## src/hdl/dma_flow_map.vh

```
// Constants for the two-channel DMA request flow: codes, field positions, reset values
`ifndef DMA_FLOW_MAP_VH
`define DMA_FLOW_MAP_VH
// Request source codes (four-bit field per channel)
`define SRC_EXT_DUAL     4'h0
`define SRC_EXT_MEM_DEV  4'h2
`define SRC_EXT_DEV_MEM  4'h3
`define SRC_AUTO         4'h4
`define SRC_TIMER0       4'h6
`define SRC_TIMER1       4'h7
`define SRC_TIMER2       4'h8
`define SRC_CONV_END     4'hB
`define SRC_SER0_TX      4'hC
`define SRC_SER0_RX      4'hD
`define SRC_SER1_TX      4'hE
`define SRC_SER1_RX      4'hF
// Transfer size codes {size_select_hi, size_select_lo}
`define SIZE_BYTE        2'h0
`define SIZE_WORD        2'h1
`define SIZE_LONG        2'h2
`define SIZE_BAD         2'h3
// Peripheral request vector bit positions
`define PREQ_TIMER0      0
`define PREQ_TIMER1      1
`define PREQ_TIMER2      2
`define PREQ_CONV_END    3
`define PREQ_SER0_TX     4
`define PREQ_SER0_RX     5
`define PREQ_SER1_TX     6
`define PREQ_SER1_RX     7
// Reset values and widths
`define COUNT_WIDTH      24
`define COUNT_RESET      24'h000000
`define ADDR_RESET       32'h00000000
`endif

```

## src/hdl/request_latch.v

```verilog
// Per-channel request detector: pin level or falling edge, and peripheral request selection
`timescale 1ns/1ns
`include "dma_flow_map.vh"
module request_latch (
	input  wire       sys_clk,
	input  wire       rst,
	input  wire       armed,
	input  wire [3:0] source_sel,
	input  wire       request_detect_select,
	input  wire       ext_low_sync,
	input  wire       ext_fall,
	input  wire [7:0] periph_req,
	input  wire       take,
	output reg        pending
);
	// ************************************************************
	// Request decode
	// ************************************************************
	reg  raw;
	// Auto mode requests itself; pin sources honour the detect select
	always @* begin
		case (source_sel)
			`SRC_AUTO:        raw = 1'b1;
			`SRC_EXT_DUAL,
			`SRC_EXT_MEM_DEV,
			`SRC_EXT_DEV_MEM: raw = request_detect_select ? ext_fall : ext_low_sync;
			`SRC_TIMER0:      raw = periph_req[`PREQ_TIMER0];
			`SRC_TIMER1:      raw = periph_req[`PREQ_TIMER1];
			`SRC_TIMER2:      raw = periph_req[`PREQ_TIMER2];
			`SRC_CONV_END:    raw = periph_req[`PREQ_CONV_END];
			`SRC_SER0_TX:     raw = periph_req[`PREQ_SER0_TX];
			`SRC_SER0_RX:     raw = periph_req[`PREQ_SER0_RX];
			`SRC_SER1_TX:     raw = periph_req[`PREQ_SER1_TX];
			`SRC_SER1_RX:     raw = periph_req[`PREQ_SER1_RX];
			default:          raw = 1'b0;                                  // Prohibited codes never request
		endcase
	end

	// ************************************************************
	// Pending request
	// ************************************************************
	// An edge is remembered until served; a new request wins over the take
	always @(posedge sys_clk) begin
		if (rst || !armed)
			pending <= 1'b0;
		else if (raw)
			pending <= 1'b1;
		else if (take)
			pending <= 1'b0;
	end
endmodule // request_latch

```

## src/hdl/dma_request_flow.v

```verilog
// Two-channel DMA transfer flow: enable check, unit transfers, end, abort and priority
`timescale 1ns/1ns
`include "dma_flow_map.vh"
module dma_request_flow #(
	parameter CW = `COUNT_WIDTH
) (
	input  wire          sys_clk,
	input  wire          rst,
	input  wire          master_enable,
	input  wire          nmi_event,
	input  wire          addr_error_event,
	input  wire          nmi_flag_clear,
	input  wire          address_error_flag_clear,
	input  wire [1:0]    channel_enable,
	input  wire [1:0]    end_interrupt_enable,
	input  wire [1:0]    transfer_end_flag_clear,
	input  wire [7:0]    request_source,
	input  wire [1:0]    request_detect_select,
	input  wire [1:0]    burst_mode,
	input  wire [1:0]    size_select_lo,
	input  wire [1:0]    size_select_hi,
	input  wire [1:0]    count_load,
	input  wire [CW-1:0] count_value,
	input  wire [31:0]   source_address,
	input  wire [31:0]   destination_address,
	input  wire [1:0]    ext_request_n,
	input  wire [7:0]    periph_irq,
	input  wire [7:0]    periph_irq_enable,
	input  wire          unit_done,
	output reg           nmi_flag,
	output reg           address_error_flag,
	output reg  [1:0]    transfer_end_flag,
	output reg  [1:0]    end_of_transfer_irq,
	output reg  [7:0]    periph_request_clear,
	output reg  [7:0]    cpu_irq,
	output reg  [CW-1:0] transfer_count0,
	output reg  [CW-1:0] transfer_count1,
	output reg           bus_request,
	output reg           unit_start,
	output reg           active_channel,
	output reg  [1:0]    unit_size,
	output reg           dual_mode,
	output reg  [31:0]   read_address,
	output reg  [31:0]   write_address,
	output reg  [1:0]    transfer_acknowledge,
	output reg           ack_to_device
);
	// ************************************************************
	// Helper functions
	// ************************************************************
	// Peripheral vector bit served by a source code; 8 means none
	function [3:0] periph_index;
		input [3:0] src;
		begin
			case (src)
				`SRC_TIMER0:   periph_index = 4'h0;
				`SRC_TIMER1:   periph_index = 4'h1;
				`SRC_TIMER2:   periph_index = 4'h2;
				`SRC_CONV_END: periph_index = 4'h3;
				`SRC_SER0_TX:  periph_index = 4'h4;
				`SRC_SER0_RX:  periph_index = 4'h5;
				`SRC_SER1_TX:  periph_index = 4'h6;
				`SRC_SER1_RX:  periph_index = 4'h7;
				default:       periph_index = 4'h8;
			endcase
		end
	endfunction

	function is_single;
		input [3:0] src;
		begin
			is_single = (src == `SRC_EXT_MEM_DEV) || (src == `SRC_EXT_DEV_MEM);
		end
	endfunction

	// ************************************************************
	// Pin synchronisers and edge detect
	// ************************************************************
	reg  [1:0] pin_meta;
	reg  [1:0] pin_sync;
	reg  [1:0] pin_prev;
	// Request pins come from outside, two flops before any use
	always @(posedge sys_clk) begin
		if (rst) begin
			pin_meta <= 2'h3;
			pin_sync <= 2'h3;
			pin_prev <= 2'h3;
		end else begin
			pin_meta <= ext_request_n;
			pin_sync <= pin_meta;
			pin_prev <= pin_sync;
		end
	end
	wire [1:0] ext_low  = ~pin_sync;
	wire [1:0] ext_fall = pin_prev & ~pin_sync;

	// ************************************************************
	// Global flags
	// ************************************************************
	// State lives here: the address-error flag only latches while the state machine is out of ST_IDLE (ST_XFER or ST_NEXT)
	localparam [2:0] ST_IDLE = 3'b001;
	localparam [2:0] ST_XFER = 3'b010;
	localparam [2:0] ST_NEXT = 3'b100;
	reg  [2:0]    state;
	wire          busy = (state != ST_IDLE);
	// Event wins over a clear arriving in the same cycle
	always @(posedge sys_clk) begin
		if (rst) begin
			nmi_flag           <= 1'b0;
			address_error_flag <= 1'b0;
		end else begin
			if (nmi_event)
				nmi_flag <= 1'b1;
			else if (nmi_flag_clear)
				nmi_flag <= 1'b0;
			if (addr_error_event && busy)
				address_error_flag <= 1'b1;
			else if (address_error_flag_clear)
				address_error_flag <= 1'b0;
		end
	end

	// ************************************************************
	// Channel enable check and request detection
	// ************************************************************
	wire [1:0] size_bad = {({size_select_hi[1], size_select_lo[1]} == `SIZE_BAD),
	                       ({size_select_hi[0], size_select_lo[0]} == `SIZE_BAD)};
	// Prohibited size blocks the channel rather than moving an odd unit
	wire [1:0] armed = channel_enable & {2{master_enable}} & ~transfer_end_flag
	                   & {2{~nmi_flag & ~address_error_flag}} & ~size_bad;
	// A peripheral line counts only with its own interrupt enable set
	wire [7:0] periph_req = periph_irq & periph_irq_enable;
	wire [1:0] pending;
	reg  [1:0] take;
	genvar g;
	generate
		for (g = 0; g < 2; g = g + 1) begin : chan
			request_latch u_req (
				.sys_clk               (sys_clk),
				.rst                   (rst),
				.armed                 (armed[g]),
				.source_sel            (request_source[4*g+3:4*g]),
				.request_detect_select (request_detect_select[g]),
				.ext_low_sync          (ext_low[g]),
				.ext_fall              (ext_fall[g]),
				.periph_req            (periph_req),
				.take                  (take[g]),
				.pending               (pending[g])
			);
		end
	endgenerate

	// ************************************************************
	// Transfer state machine
	// ************************************************************
	reg  [2:0]    next_state;
	reg           next_chan;
	reg  [CW-1:0] cur_count;
	reg  [3:0]    cur_src;
	wire          cur_armed = armed[active_channel];
	// A latched request whose channel was disarmed since is never taken
	wire [1:0]    ready = pending & armed;
	wire          last_unit = (cur_count == {{(CW-1){1'b0}}, 1'b1});

	always @* begin
		cur_count = active_channel ? transfer_count1 : transfer_count0;
		cur_src   = active_channel ? request_source[7:4] : request_source[3:0];
		next_chan = ~ready[0];
		take      = 2'h0;
		next_state = state;
		case (state)
			ST_IDLE:
				if (ready != 2'h0) begin
					take[next_chan] = 1'b1;
					next_state = ST_XFER;
				end
			ST_XFER:
				// Losing an enable or a flag drops the transfer at once
				if (!cur_armed)
					next_state = ST_IDLE;
				else if (unit_done)
					next_state = ST_NEXT;
			ST_NEXT:
				next_state = ST_IDLE;
			default:
				next_state = ST_IDLE;
		endcase
	end

	// Burst holds the bus across units of the same channel
	always @(posedge sys_clk) begin
		if (rst) begin
			state          <= ST_IDLE;
			active_channel <= 1'b0;
			bus_request    <= 1'b0;
			unit_start     <= 1'b0;
		end else begin
			state      <= next_state;
			unit_start <= (state == ST_IDLE) && (next_state == ST_XFER);
			if (state == ST_IDLE && next_state == ST_XFER)
				active_channel <= next_chan;
			if (next_state == ST_XFER)
				bus_request <= 1'b1;
			else if (next_state == ST_IDLE && !(burst_mode[active_channel] && pending[active_channel]
			         && cur_armed))
				bus_request <= 1'b0;
		end
	end

	// ************************************************************
	// Unit setup: size, address mode, acknowledge
	// ************************************************************
	always @(posedge sys_clk) begin
		if (rst) begin
			unit_size            <= `SIZE_BYTE;
			dual_mode            <= 1'b1;
			read_address         <= `ADDR_RESET;
			write_address        <= `ADDR_RESET;
			transfer_acknowledge <= 2'h0;
			ack_to_device        <= 1'b0;
		end else begin
			if (state == ST_IDLE && next_state == ST_XFER) begin
				unit_size     <= next_chan ? {size_select_hi[1], size_select_lo[1]}
				                           : {size_select_hi[0], size_select_lo[0]};
				dual_mode     <= ~is_single(request_source[4*next_chan+:4]);
				read_address  <= source_address;
				write_address <= destination_address;
				// Memory to device means the acknowledged device receives
				ack_to_device <= (request_source[4*next_chan+:4] == `SRC_EXT_MEM_DEV);
			end
			transfer_acknowledge <= 2'h0;
			if (next_state == ST_XFER && is_single(next_state == state ? cur_src
			    : request_source[4*next_chan+:4]))
				transfer_acknowledge[state == ST_IDLE ? next_chan : active_channel] <= 1'b1;
		end
	end

	// ************************************************************
	// Counts, end flags and end interrupt
	// ************************************************************
	wire unit_ok = (state == ST_XFER) && unit_done && cur_armed;
	always @(posedge sys_clk) begin
		if (rst) begin
			transfer_count0   <= `COUNT_RESET;
			transfer_count1   <= `COUNT_RESET;
			transfer_end_flag <= 2'h0;
		end else begin
			if (count_load[0])
				transfer_count0 <= count_value;
			else if (unit_ok && !active_channel)
				transfer_count0 <= transfer_count0 - {{(CW-1){1'b0}}, 1'b1};
			if (count_load[1])
				transfer_count1 <= count_value;
			else if (unit_ok && active_channel)
				transfer_count1 <= transfer_count1 - {{(CW-1){1'b0}}, 1'b1};
			// Setting on the final unit beats a clear in the same cycle
			if (unit_ok && !active_channel && last_unit)
				transfer_end_flag[0] <= 1'b1;
			else if (transfer_end_flag_clear[0])
				transfer_end_flag[0] <= 1'b0;
			if (unit_ok && active_channel && last_unit)
				transfer_end_flag[1] <= 1'b1;
			else if (transfer_end_flag_clear[1])
				transfer_end_flag[1] <= 1'b0;
		end
	end

	// Level interrupt, follows the sticky end flag
	always @(posedge sys_clk) begin
		if (rst)
			end_of_transfer_irq <= 2'h0;
		else
			end_of_transfer_irq <= transfer_end_flag & end_interrupt_enable;
	end

	// ************************************************************
	// Peripheral request routing and clearing
	// ************************************************************
	reg  [7:0] claimed;
	reg  [7:0] next_clear;
	reg  [3:0] idx;
	integer    c;
	// Lines claimed by an enabled channel are hidden from the CPU
	always @* begin
		claimed    = 8'h00;
		next_clear = 8'h00;
		idx        = 4'h8;
		for (c = 0; c < 2; c = c + 1) begin
			idx = periph_index(request_source[4*c+:4]);
			if (idx != 4'h8 && channel_enable[c] && master_enable)
				claimed[idx[2:0]] = 1'b1;
		end
		idx = periph_index(cur_src);
		// Steal clears on every unit; burst waits for the final one
		if (unit_ok && idx != 4'h8 && (!burst_mode[active_channel] || last_unit))
			next_clear[idx[2:0]] = 1'b1;
	end

	always @(posedge sys_clk) begin
		if (rst) begin
			cpu_irq              <= 8'h00;
			periph_request_clear <= 8'h00;
		end else begin
			cpu_irq              <= periph_req & ~claimed;
			periph_request_clear <= next_clear;
		end
	end
endmodule // dma_request_flow

```

## config.mk

```make
export PLATFORM = sky130hd
export DESIGN_NAME = dma_request_flow
export DESIGN_NICKNAME = d
export VERILOG_FILES = /design/src/hdl/request_latch.v /design/src/hdl/dma_request_flow.v
export VERILOG_INCLUDE_DIRS = /design/src /design/src/hdl
export SDC_FILE = /design/constraint.sdc
export NUM_CORES = 1
export LEC_CHECK = 0
export BUFFER_PORTS_ARGS = -buffer_cell sky130_fd_sc_hd__buf_2
export CORE_MARGIN = 10
export CORE_UTILIZATION = 49
export DETAILED_ROUTE_END_ITERATION = 16
export GPL_TIMING_DRIVEN = 0
export PLACE_DENSITY = 0.8
export SLEW_MARGIN = 25
export SYNTH_ARGS = -nofsm -noshare
export SYNTH_HDL_FRONTEND = slang
export SYNTH_HIERARCHICAL = 1
export SYNTH_SLANG_ARGS = --single-unit
```

## constraint.sdc

```tcl
create_clock -name sys_clk -period 3.1 [get_ports sys_clk]
set_input_delay 0.62 -clock sys_clk [delete_from_list [all_inputs] [get_ports sys_clk]]
set_output_delay 0.62 -clock sys_clk [all_outputs]
set_load 0.1 [all_outputs]
```

==> results of run 1 <==
[cell families after synthesis]
| kind of cell | count (synthesis) | synth area share |
|---|---|---|
| AND/OR/NAND/NOR | 364 | 0.252 |
| AO/OA/AOI/OAI | 214 | 0.185 |
| flip-flops | 154 | 0.426 |
| buffers and inverters | 102 | 0.0542 |
| XOR/XNOR | 42 | 0.0508 |
| multiplexers | 14 | 0.0233 |
| adder cells (fa/ha/maj) | 5 | 0.00864 |
[Yosys cell counts (4+ instances only)]
cell type and n:
ha_1 5, nand2b_1 8, nand4_1 7, xnor2_1 18, nor2b_1 8, nand3b_1 5, and3b_1 6, and2_1 6
nand3_1 16, dfxtp_1 154, a21oi_1 116, clkbuf_1 53, o21a_1 39, o21ai_0 11, and3_1 4, nor2_1 34
nand2_1 166, nor3_1 23, or2_2 11, or3_1 7, xor2_1 24, inv_1 45, nor4_1 29, a2111oi_0 5
a211oi_1 10, mux2i_1 9, nor3b_1 7
[flip-flops by register name, indices dropped and copies added (netlist names), 2 cells and up]
signal and count:
pin_prev 2, write_address 32, unit_size 2, transfer_end_flag 2, transfer_acknowledge 2, chan.u_req/pending 2
periph_request_clear 8, pin_sync 2, cpu_irq 8, state 3, pin_meta 2, end_of_transfer_irq 2
transfer_count1 24, transfer_count0 24, read_address 32
[final cells by class]
| type | instances | share of cell area |
|---|---|---|
| multi-input cells | 639 | 0.398 |
| diodes | 5 | 0.00132 |
| well taps | 184 | 0.0243 |
| flip-flops and latches | 154 | 0.325 |
| repair buffers | 278 | 0.147 |
| clock buffers | 21 | 0.0496 |
| plain buffers | 57 | 0.0237 |
| clock inverters | 11 | 0.0140 |
| inverters | 45 | 0.0178 |
[layout by cell type (no fill, tap or decap), types with 8 or more instances in the layout]
| cell | instances |
|---|---|
| buf_2 | 279 |
| o21ai_0 | 11 |
| xor2_1 | 24 |
| a21oi_1 | 116 |
| nand2b_1 | 8 |
| or2_2 | 11 |
| nor2b_1 | 8 |
| a211oi_1 | 9 |
| o21a_1 | 39 |
| xnor2_1 | 18 |
| nor2_1 | 34 |
| nor4_1 | 29 |
| clkbuf_1 | 53 |
| nand3_1 | 16 |
| dfxtp_1 | 154 |
| mux2i_1 | 9 |
| nor3_1 | 23 |
| nand2_1 | 166 |
| clkbuf_16 | 17 |
| inv_1 | 45 |
[routing by layer]
layer,up-vias,track usage
li1,3711,-
met1,3553,0.285
met2,347,0.403
met3,55,0.104
met4,0,0.0888
met5,-,0
[stage by stage]
stage                     TNS [ps]  power [mW]  instance area, µm²  hold slack (ps)  std cells
final                            0        5.14                9490              371       1394
after CTS                        0        5.16                9470              357       1389
after floorplan                  0        2.79                7240              389        895
after global routing             0        5.31                9480              353       1391
after detailed placement         0        3.04                8870              397       1357
after global placement       -5290        3.03                8860              391       1357
[power by group through the flow]
stage | registers [mW] | logic [mW] | clock network (mW)
after floorplan | 2.51 | 0.285 | 0
after global placement | 2.13 | 0.897 | 0
after detailed placement | 2.14 | 0.904 | 0
after CTS | 2.09 | 0.908 | 2.16
after global routing | 2.10 | 0.963 | 2.25
final | 2.09 | 0.912 | 2.13
[worst max-delay path by stage]
stage | startpoint | to | slack (ps) | cells after the start
floorplan | active_channel | periph_request_clear[2] | 280 | 9
global placement | master_enable | unit_size[1] | -220 | 8
detailed placement | master_enable | unit_size[0] | 110 | 8
CTS | active_channel | periph_request_clear[2] | 220 | 9
global route | active_channel | periph_request_clear[2] | 80 | 9
finish | active_channel | periph_request_clear[2] | 370 | 9
==> reports/summary.txt, run 1 <==
cts bufs inserted -> 17
antenna violations before repair -> 4
Max VDD drop -> 0.362 mV
Clk pwr share -> 0.415
highest clock rate -> 0.367 GHz
type of origin of the critical path -> flip-flop
CP endpoint kind -> flip-flop
drt pass-1 iters -> 5
hold_buf cts -> 0
CP delay by family, top -> compound AO/OA/AOI/OAI gates
Hold Violations, Final -> 0
hold path endpoint -> pin_meta[0]
All-Layer GR Usage -> 0.248
Max-slew headroom -> 0.403
RR Startpoint -> active_channel
pin count of the biggest net entering global routing -> 17
reg2reg setup slack -> 370 ps
CTS resizes -> 0
Clock transition at path regs -> 60 ps
Maximum Capacitance Violations -> 0
yosys warns -> 6
Worst Hold Depth -> 2
fin nets -> 1335
NetSw -> 1.60 mW
global-route wire length before repair -> 39900 µm
number of flops mapped to enable cells by yosys -> 0
# fillers -> 1301
sequential cell area -> 3080 µm²
DR vias/cell -> 5.50
Initial Util -> 0.498
input/output buffers -> 278
Synth cell types -> 66
pwr/cell area -> 542 nW/µm²
vias post-DR -> 7666
Hold Path Class -> in -> reg
post-synth top area cell -> dfxtp_1
Final Cycle Share -> 0.879
fin. max-slew vios -> 0
RSZ-0062 raised after global routing -> no
CP required -> 3400 ps
mapped cell area -> 7240 µm²
Worst EP arrival -> 3030 ps
area delta synth->final -> 31.0%
R2R cell count -> 9
die area -> 20000 µm²
# clock sinks -> 154
Post-synth top flop -> dfxtp_1
P_int -> 3.54 mW
DRT met1 WL -> 10100 µm
Highest Signal Layer -> met4
fin crit period -> 2730 ps
# DRC -> 0
drt total wl -> 26000 µm
ys async rst share -> 0
Yosys reg bits -> 154
met2 WL post-DR -> 12300 µm
Final Skew -> 6.90 ps
Seq/Total Area, Yosys -> 0.426
site row count -> 44
Ports -> 281
Skew-Pair Late Insertion Delay -> 430 ps
H-tree depth -> 4
slowest CP cell -> dfxtp_1
multi-input combinational cell area -> 3770 µm²
Die Wd -> 142 µm
Reg power frac -> 0.407
Core ar. -> 14500 µm²
Post-CTS Setup Inserts -> 0
DR iter-0 viols -> 573
worst-path cell chain -> clkbuf_2, mux2i_1, inv_1, ha_1, inv_1, o21ai_0, o21ai_0, o21bai_1, nor4_1
Post-DRT Antenna Nets -> 0
HP Start -> ext_request_n[0]
layout cell share with drive strength beyond 1 -> 0.281
CP max FO -> 10
Max stage delay on crit path -> 460 ps
Met3 Routed Length -> 2890 µm
WL per Instance -> 18.6 µm
final core occ -> 0.653
Synth area leaders -> dfxtp_1 (43%), nand2_1 (8.6%), a21oi_1 (8.0%)
WP buf/inv -> 3
GRT Residual Overflow -> 0
post-synth top area share -> 0.426
Post-Synthesis Cells -> 895
worst r2r dst -> periph_request_clear[2]
final setup fails -> 0
critical path class -> reg -> reg
switch share -> 0.312
Post-DP HPWL -> 20300 µm
Mapped Avg Cell Area -> 8.09 µm²
Final WS setup -> 375 ps
power share of the combinational group -> 0.178
P_leak -> 4.32 nW
Least-Margin Pin Slew -> 887 ps
dpl ws -> 106 ps
CTS tree -> yes
die extent in y -> 142 µm
CTS max path bufs -> 2
Synthesized Nets -> 1038
gpl congestion -> 0.912
status -> completed
vias in the first global route -> 7433
Root Buffer -> clkbuf_16
(Power assumes the default switching activity.)
==> run 2: changes to the inputs <==
==> constraint.sdc (replaced) <==
create_clock -name sys_clk -period 2.65 [get_ports sys_clk]
set_input_delay 0.53 -clock sys_clk [delete_from_list [all_inputs] [get_ports sys_clk]]
set_output_delay 0.53 -clock sys_clk [all_outputs]
set_load 0.05 [all_outputs]
==> run 2 against run 1 <==
Net effect:
- global-route usage barely moved
- power up 13%
- clock power increased by 17%
- design area grew 0.44%
- clock skew shrank 0.98 ps
- setup slack worse by 240 ps
- worst hold slack got worse by 91 ps
- via count about the same
- combinational power down 7.9%
- largest cell class unchanged
- highest routed layer unchanged
==> reports/summary.txt, run 2 (synthesis results as in run 1) <==
status -> completed (unchanged)
highest clock rate -> 0.398 GHz (was 0.367 GHz)
Pwr Total -> 5.78 mW (was 5.14 mW)
global-route wire length before repair -> 39900 µm (about the same)
antenna violations before repair -> 4 (unchanged)
Die Wd -> 142 µm (unchanged)
DR iter-0 viols -> 631 (was 573)
CTS max path bufs -> 2 (unchanged)
Final Skew -> 5.93 ps (was 6.90 ps)
input/output buffers -> 278 (unchanged)
CTS tree -> yes (unchanged)
vias in the first global route -> 7423 (was 7433)
site row count -> 44 (unchanged)
fin crit period -> 2510 ps (was 2730 ps)
# clock sinks -> 154 (unchanged)
area delta synth->final -> 31.5% (was 31.0%)
critical path class -> reg -> reg (unchanged)
biggest regs -> read_address (32), write_address (32) (unchanged)
Hold Path Class -> in -> reg (unchanged)
Final Cycle Share -> 0.948 (was 0.879)
placed cell areas -> 8870 µm² (unchanged)
final setup fails -> 0 (unchanged)
NetSw -> 1.65 mW (was 1.60 mW)
# DRC -> 0 (unchanged)
vias post-DR -> 7667 (was 7666)
Max stage delay on crit path -> 520 ps (was 460 ps)
Core ar. -> 14500 µm² (unchanged)
switch share -> 0.285 (was 0.312)
fin nets -> 1336 (was 1335)
gpl congestion -> 0.912 (unchanged)
sequential cell area -> 3080 µm² (unchanged)
slowest CP cell -> or4_1 (was dfxtp_1)
CP endpoint kind -> flip-flop (unchanged)
H-tree depth -> 4 (unchanged)
Root Buffer -> clkbuf_16 (unchanged)
type of origin of the critical path -> flip-flop (unchanged)
GRT Residual Overflow -> 0 (unchanged)
most frequent cells in the layout -> buf_2 (279), nand2_1 (166), dfxtp_1 (154) (unchanged)
Hold Violations, Final -> 0 (unchanged)
worst-path cell chain -> or4_1, clkbuf_2, or3_1, buf_6, o32ai_4, a21oi_2, nor4_2 (was clkbuf_2, mux2i_1, inv_1, ha_1, inv_1, o21ai_0, o21ai_0, o21bai_1, nor4_1)
pwr/cell area -> 607 nW/µm² (was 542 nW/µm²)
Initial Util -> 0.498 (unchanged)
WL per Instance -> 18.7 µm (was 18.6 µm)
Skew-Pair Late Insertion Delay -> 430 ps (about the same)
die area -> 20000 µm² (unchanged)
Worst EP arrival -> 2840 ps (was 3030 ps)
drt total wl -> 26100 µm (was 26000 µm)
drt pass-1 iters -> 5 (unchanged)
CP required -> 2980 ps (was 3400 ps)
dpl ws -> -254 ps (was 106 ps)
CP max FO -> 10 (unchanged)
Reg power frac -> 0.424 (was 0.407)
All-Layer GR Usage -> 0.248 (about the same)
Post-DRT Antenna Nets -> 0 (unchanged)
die extent in y -> 142 µm (unchanged)
Max VDD drop -> 0.417 mV (was 0.362 mV)
final instance area -> 9530 µm² (was 9490 µm²)
Clock transition at path regs -> 60 ps (about the same)
fin. max-slew vios -> 0 (unchanged)
R2R cell count -> 7 (was 9)
final core occ -> 0.655 (was 0.653)
most common cell after layout, fill and taps aside -> buf_2 (unchanged)
Final WS setup -> 139 ps (was 375 ps)
cts bufs inserted -> 17 (unchanged)
P_int -> 4.14 mW (was 3.54 mW)
power share of the combinational group -> 0.145 (was 0.178)
multi-input combinational cell area -> 3790 µm² (was 3770 µm²)
Max-slew headroom -> 0.524 (was 0.403)
layout cell share with drive strength beyond 1 -> 0.288 (was 0.281)
Worst Hold Depth -> 2 (unchanged)
Maximum Capacitance Violations -> 0 (unchanged)
Clk pwr share -> 0.431 (was 0.415)
pin count of the biggest net entering global routing -> 17 (unchanged)
# fillers -> 1288 (was 1301)
fin cells -> 1395 (was 1394)
Post-DP HPWL -> 20300 µm (unchanged)
Ports -> 281 (unchanged)
DR vias/cell -> 5.50 (about the same)
P_leak -> 4.34 nW (was 4.32 nW)
placed insts -> 1357 (unchanged)
Least-Margin Pin Slew -> 715 ps (was 887 ps)
-- run 2: changes by cell type in the layout (fill, tap and decap cells not counted), sizes merged --
cell    before  now
buf        281  283
clkbuf      75   74
-- run 2: worst paths after layout --
check	startpoint	to	slack (ps)
worst min register to register	pin_meta[0]	pin_sync[0]	410
worst max register to register	transfer_count1[2]	periph_request_clear[2]	140
worst max-delay path	transfer_count1[2]	periph_request_clear[2]	140
worst min-delay path	ext_request_n[0]	pin_meta[0]	280
-- run 2: stage by stage --
step	setup TNS, ps	hold WS [ps]
finish	0	280
global route	-32.3	263
CTS	0	267
detailed placement	-9180	397
global placement	-30380	391
floorplan	0	389
-- run 2: cell type report --
class	instances	area share
multi-input combinational	639	0.398
sequential	154	0.324
timing repair buffer	280	0.148
clock buffer	21	0.0494
tap	184	0.0242
buffer	56	0.0239
inverter	45	0.0177
clock inverter	11	0.0139
antenna	5	0.00131
-- run 2: timing repair --
action	CTS	global route
buffers inserted	0	2
gates resized for setup	4	10
hold endpoints to repair	0	0
setup endpoints to repair	6	17
hold buffers	0	0
pin swaps	0	1
-- run 2: power by group through the flow --
| stage | sequential (mW) | clock [mW] | combinational [mW] |
|---|---|---|---|
| 2_1_floorplan | 2.70 | 0 | 0.333 |
| 3_3_place_gp | 2.50 | 0 | 0.819 |
| 3_5_place_dp | 2.50 | 0 | 0.827 |
| 4_1_cts | 2.45 | 2.53 | 0.833 |
| 5_1_grt | 2.46 | 2.63 | 0.900 |
| 6_report | 2.45 | 2.49 | 0.840 |
-- run 2: critical path, delay by kind of cell, from the launching register on --
| kind | cells | cell delay [ps] |
|---|---|---|
| AO/OA/AOI/OAI | 2 | 520 |
| buffers and inverters | 2 | 340 |
| flip-flops | 1 | 360 |
| AND/OR/NAND/NOR | 3 | 1190 |
-- run 2: layer usage --
layer | track usage | wire (µm) | part of all wire
met1 | 0.285 | 10200 | 0.39
met5 | 0 | 0 | 0
met4 | 0.0888 | 648 | 0.025
met2 | 0.402 | 12400 | 0.48
met3 | 0.104 | 2830 | 0.11
==> run 3: changes to the inputs <==
--- a/config.mk
+++ b/config.mk
@@ -8,10 +8,11 @@
 export LEC_CHECK = 0
 export BUFFER_PORTS_ARGS = -buffer_cell sky130_fd_sc_hd__buf_2
 export CORE_MARGIN = 10
-export CORE_UTILIZATION = 49
+export CORE_UTILIZATION = 44
+export CTS_CLUSTER_SIZE = 20
 export DETAILED_ROUTE_END_ITERATION = 16
 export GPL_TIMING_DRIVEN = 0
-export PLACE_DENSITY = 0.8
+export PLACE_DENSITY_LB_ADDON = 0.15
 export SLEW_MARGIN = 25
 export SYNTH_ARGS = -nofsm -noshare
 export SYNTH_HDL_FRONTEND = slang
==> constraint.sdc (replaced) <==
create_clock -name sys_clk -period 2.1 [get_ports sys_clk]
set_input_delay 0.42 -clock sys_clk [delete_from_list [all_inputs] [get_ports sys_clk]]
set_output_delay 0.42 -clock sys_clk [all_outputs]
set_load 0.05 [all_outputs]
==> run 3 against run 2 <==
Net effect:
- the flow now finishes with violations (setup timing)
- final cell count increased by 3.7%
- utilization decreased by 1.9 points
- design area up 6.8%
- clock skew rose by 1.1 ps
- first-iteration DRC count decreased by 22%
- sequential power increased by 27%
- combinational power up 38%
==> reports/summary.txt, run 3 (synthesis results as in run 1) <==
DR vias/cell -> 5.33 (was 5.50)
final instance area -> 10200 µm² (was 9530 µm²)
Max stage delay on crit path -> 540 ps (was 520 ps)
Post-DRT Antenna Nets -> 0 (unchanged)
area delta synth->final -> 40.5% (was 31.5%)
Clk pwr share -> 0.427 (was 0.431)
vias in the first global route -> 7448 (was 7423)
status -> finished, violations left (was completed)
WL per Instance -> 18.8 µm (was 18.7 µm)
most common cell after layout, fill and taps aside -> buf_2 (unchanged)
fin crit period -> 2170 ps (was 2510 ps)
input/output buffers -> 278 (unchanged)
Reg power frac -> 0.417 (was 0.424)
die area -> 22000 µm² (was 20000 µm²)
Final Skew -> 7.06 ps (was 5.93 ps)
NetSw -> 2.21 mW (was 1.65 mW)
All-Layer GR Usage -> 0.234 (was 0.248)
CTS max path bufs -> 2 (unchanged)
die extent in y -> 148 µm (was 142 µm)
Max-slew headroom -> 0.525 (was 0.524)
cts bufs inserted -> 17 (unchanged)
highest clock rate -> 0.461 GHz (was 0.398 GHz)
placed insts -> 1389 (was 1357)
Clock transition at path regs -> 70 ps (was 60 ps)
Die Wd -> 148 µm (was 142 µm)
vias post-DR -> 7716 (was 7667)
final setup fails -> 13 (was 0)
type of origin of the critical path -> flip-flop (unchanged)
worst-path cell chain -> or4_4, or3_4, o32ai_4, a21oi_2, nor4_1 (was or4_1, clkbuf_2, or3_1, buf_6, o32ai_4, a21oi_2, nor4_2)
pin count of the biggest net entering global routing -> 17 (unchanged)
Setup TNS Final -> -564 ps (was 0 ps)
Final Cycle Share -> 1.03 (was 0.948)
GRT Residual Overflow -> 0 (unchanged)
Initial Util -> 0.453 (was 0.498)
Final WS setup -> -69.7 ps (was 139 ps)
global-route wire length before repair -> 41200 µm (was 39900 µm)
H-tree depth -> 4 (unchanged)
antenna violations before repair -> 3 (was 4)
drt total wl -> 27200 µm (was 26100 µm)
drt pass-1 iters -> 7 (was 5)
Max VDD drop -> 0.556 mV (was 0.417 mV)
most frequent cells in the layout -> buf_2 (280), nand2_1 (165), dfxtp_1 (139) (was buf_2 (279), nand2_1 (166), dfxtp_1 (154))
critical path class -> reg -> reg (unchanged)
Hold Violations, Final -> 0 (unchanged)
layout cell share with drive strength beyond 1 -> 0.359 (was 0.288)
P_leak -> 4.59 nW (was 4.34 nW)
slowest CP cell -> or4_4 (was or4_1)
placed cell areas -> 9020 µm² (was 8870 µm²)
fin cells -> 1447 (was 1395)
power share of the combinational group -> 0.156 (was 0.145)
gpl congestion -> 0.894 (was 0.912)
Core ar. -> 16000 µm² (was 14500 µm²)
# DRC -> 0 (unchanged)
Worst EP arrival -> 2500 ps (was 2840 ps)
Post-DP HPWL -> 20600 µm (was 20300 µm)
biggest regs -> read_address (32), write_address (32) (unchanged)
final core occ -> 0.636 (was 0.655)
pwr/cell area -> 730 nW/µm² (was 607 nW/µm²)
site row count -> 46 (was 44)
CP max FO -> 4 (was 10)
Ports -> 281 (unchanged)
P_int -> 5.22 mW (was 4.14 mW)
Least-Margin Pin Slew -> 713 ps (was 715 ps)
CTS tree -> yes (unchanged)
hold_buf cts -> 0 (unchanged)
CP required -> 2430 ps (was 2980 ps)
violated checks -> setup timing
fin nets -> 1360 (was 1336)
CP endpoint kind -> flip-flop (unchanged)
RSZ-0062 raised after global routing -> yes
CP delay by family, top -> simple AND/OR/NAND/NOR gates (unchanged)
# clock sinks -> 154 (unchanged)
fin. max-slew vios -> 0 (unchanged)
DR iter-0 viols -> 491 (was 631)
Skew-Pair Late Insertion Delay -> 430 ps (about the same)
switch share -> 0.298 (was 0.285)
Maximum Capacitance Violations -> 0 (unchanged)
WP buf/inv -> 0 (was 2)
Hold Path Class -> in -> reg (unchanged)
Root Buffer -> clkbuf_16 (unchanged)
==> run 3: final timing paths <==
check / cells past startpoint / slack [ps] / from / to
setup / recovery: 5 / -70 / transfer_count1[2] / periph_request_clear[0]
hold reg to reg: 1 / 410 / pin_meta[1] / pin_sync[1]
hold / removal: 2 / 170 / transfer_end_flag_clear[1] / transfer_end_flag[1]
setup reg to reg: 5 / -70 / transfer_count1[2] / periph_request_clear[0]
==> run 3: metal layers <==
layer  global-route usage  wire [µm]  up-vias
met4               0.0803        553        4
met1                0.281      10900     3563
li1                     -          -     3765
met2                0.366      12600      337
met5                    0         25        -
met3                0.103       3010       47
==> run 3: layout make-up <==
cell class              count  area, µm²
diodes                      1       2.50
plain buffers              52        234
clock buffers              19        443
clock inverters            13        155
fillers                  1467       5820
inverters                  45        169
multi-input cells         639       4130
flip-flops and latches    154       3120
well taps                 216        270
repair buffers            308       1660
==> run 3: power groups by stage <==
stage,sequential (mW),clock [mW],combinational [mW]
4_1_cts,3.09,3.20,1.11
3_3_place_gp,3.15,0,1.06
6_report,3.10,3.17,1.16
2_1_floorplan,3.41,0,0.432
5_1_grt,3.11,3.35,1.24
3_5_place_dp,3.15,0,1.07
==> run 3: repair_timing <==
item                                    in CTS  in global routing
gates resized for setup                     27                 63
endpoints found under the setup margin     116                102
setup buffers                               20                 10
pin swaps                                   13                 19
==> run 3: through the flow <==
| step | hold WS (ps) | power [mW] | setup WS (ps) |
|---|---|---|---|
| floorplan | 389 | 3.84 | -123 |
| global placement | 392 | 4.21 | -804 |
| detailed placement | 399 | 4.22 | -798 |
| CTS | 160 | 7.41 | -254 |
| global route | 165 | 7.70 | -130 |
| finish | 168 | 7.43 | -69.7 |
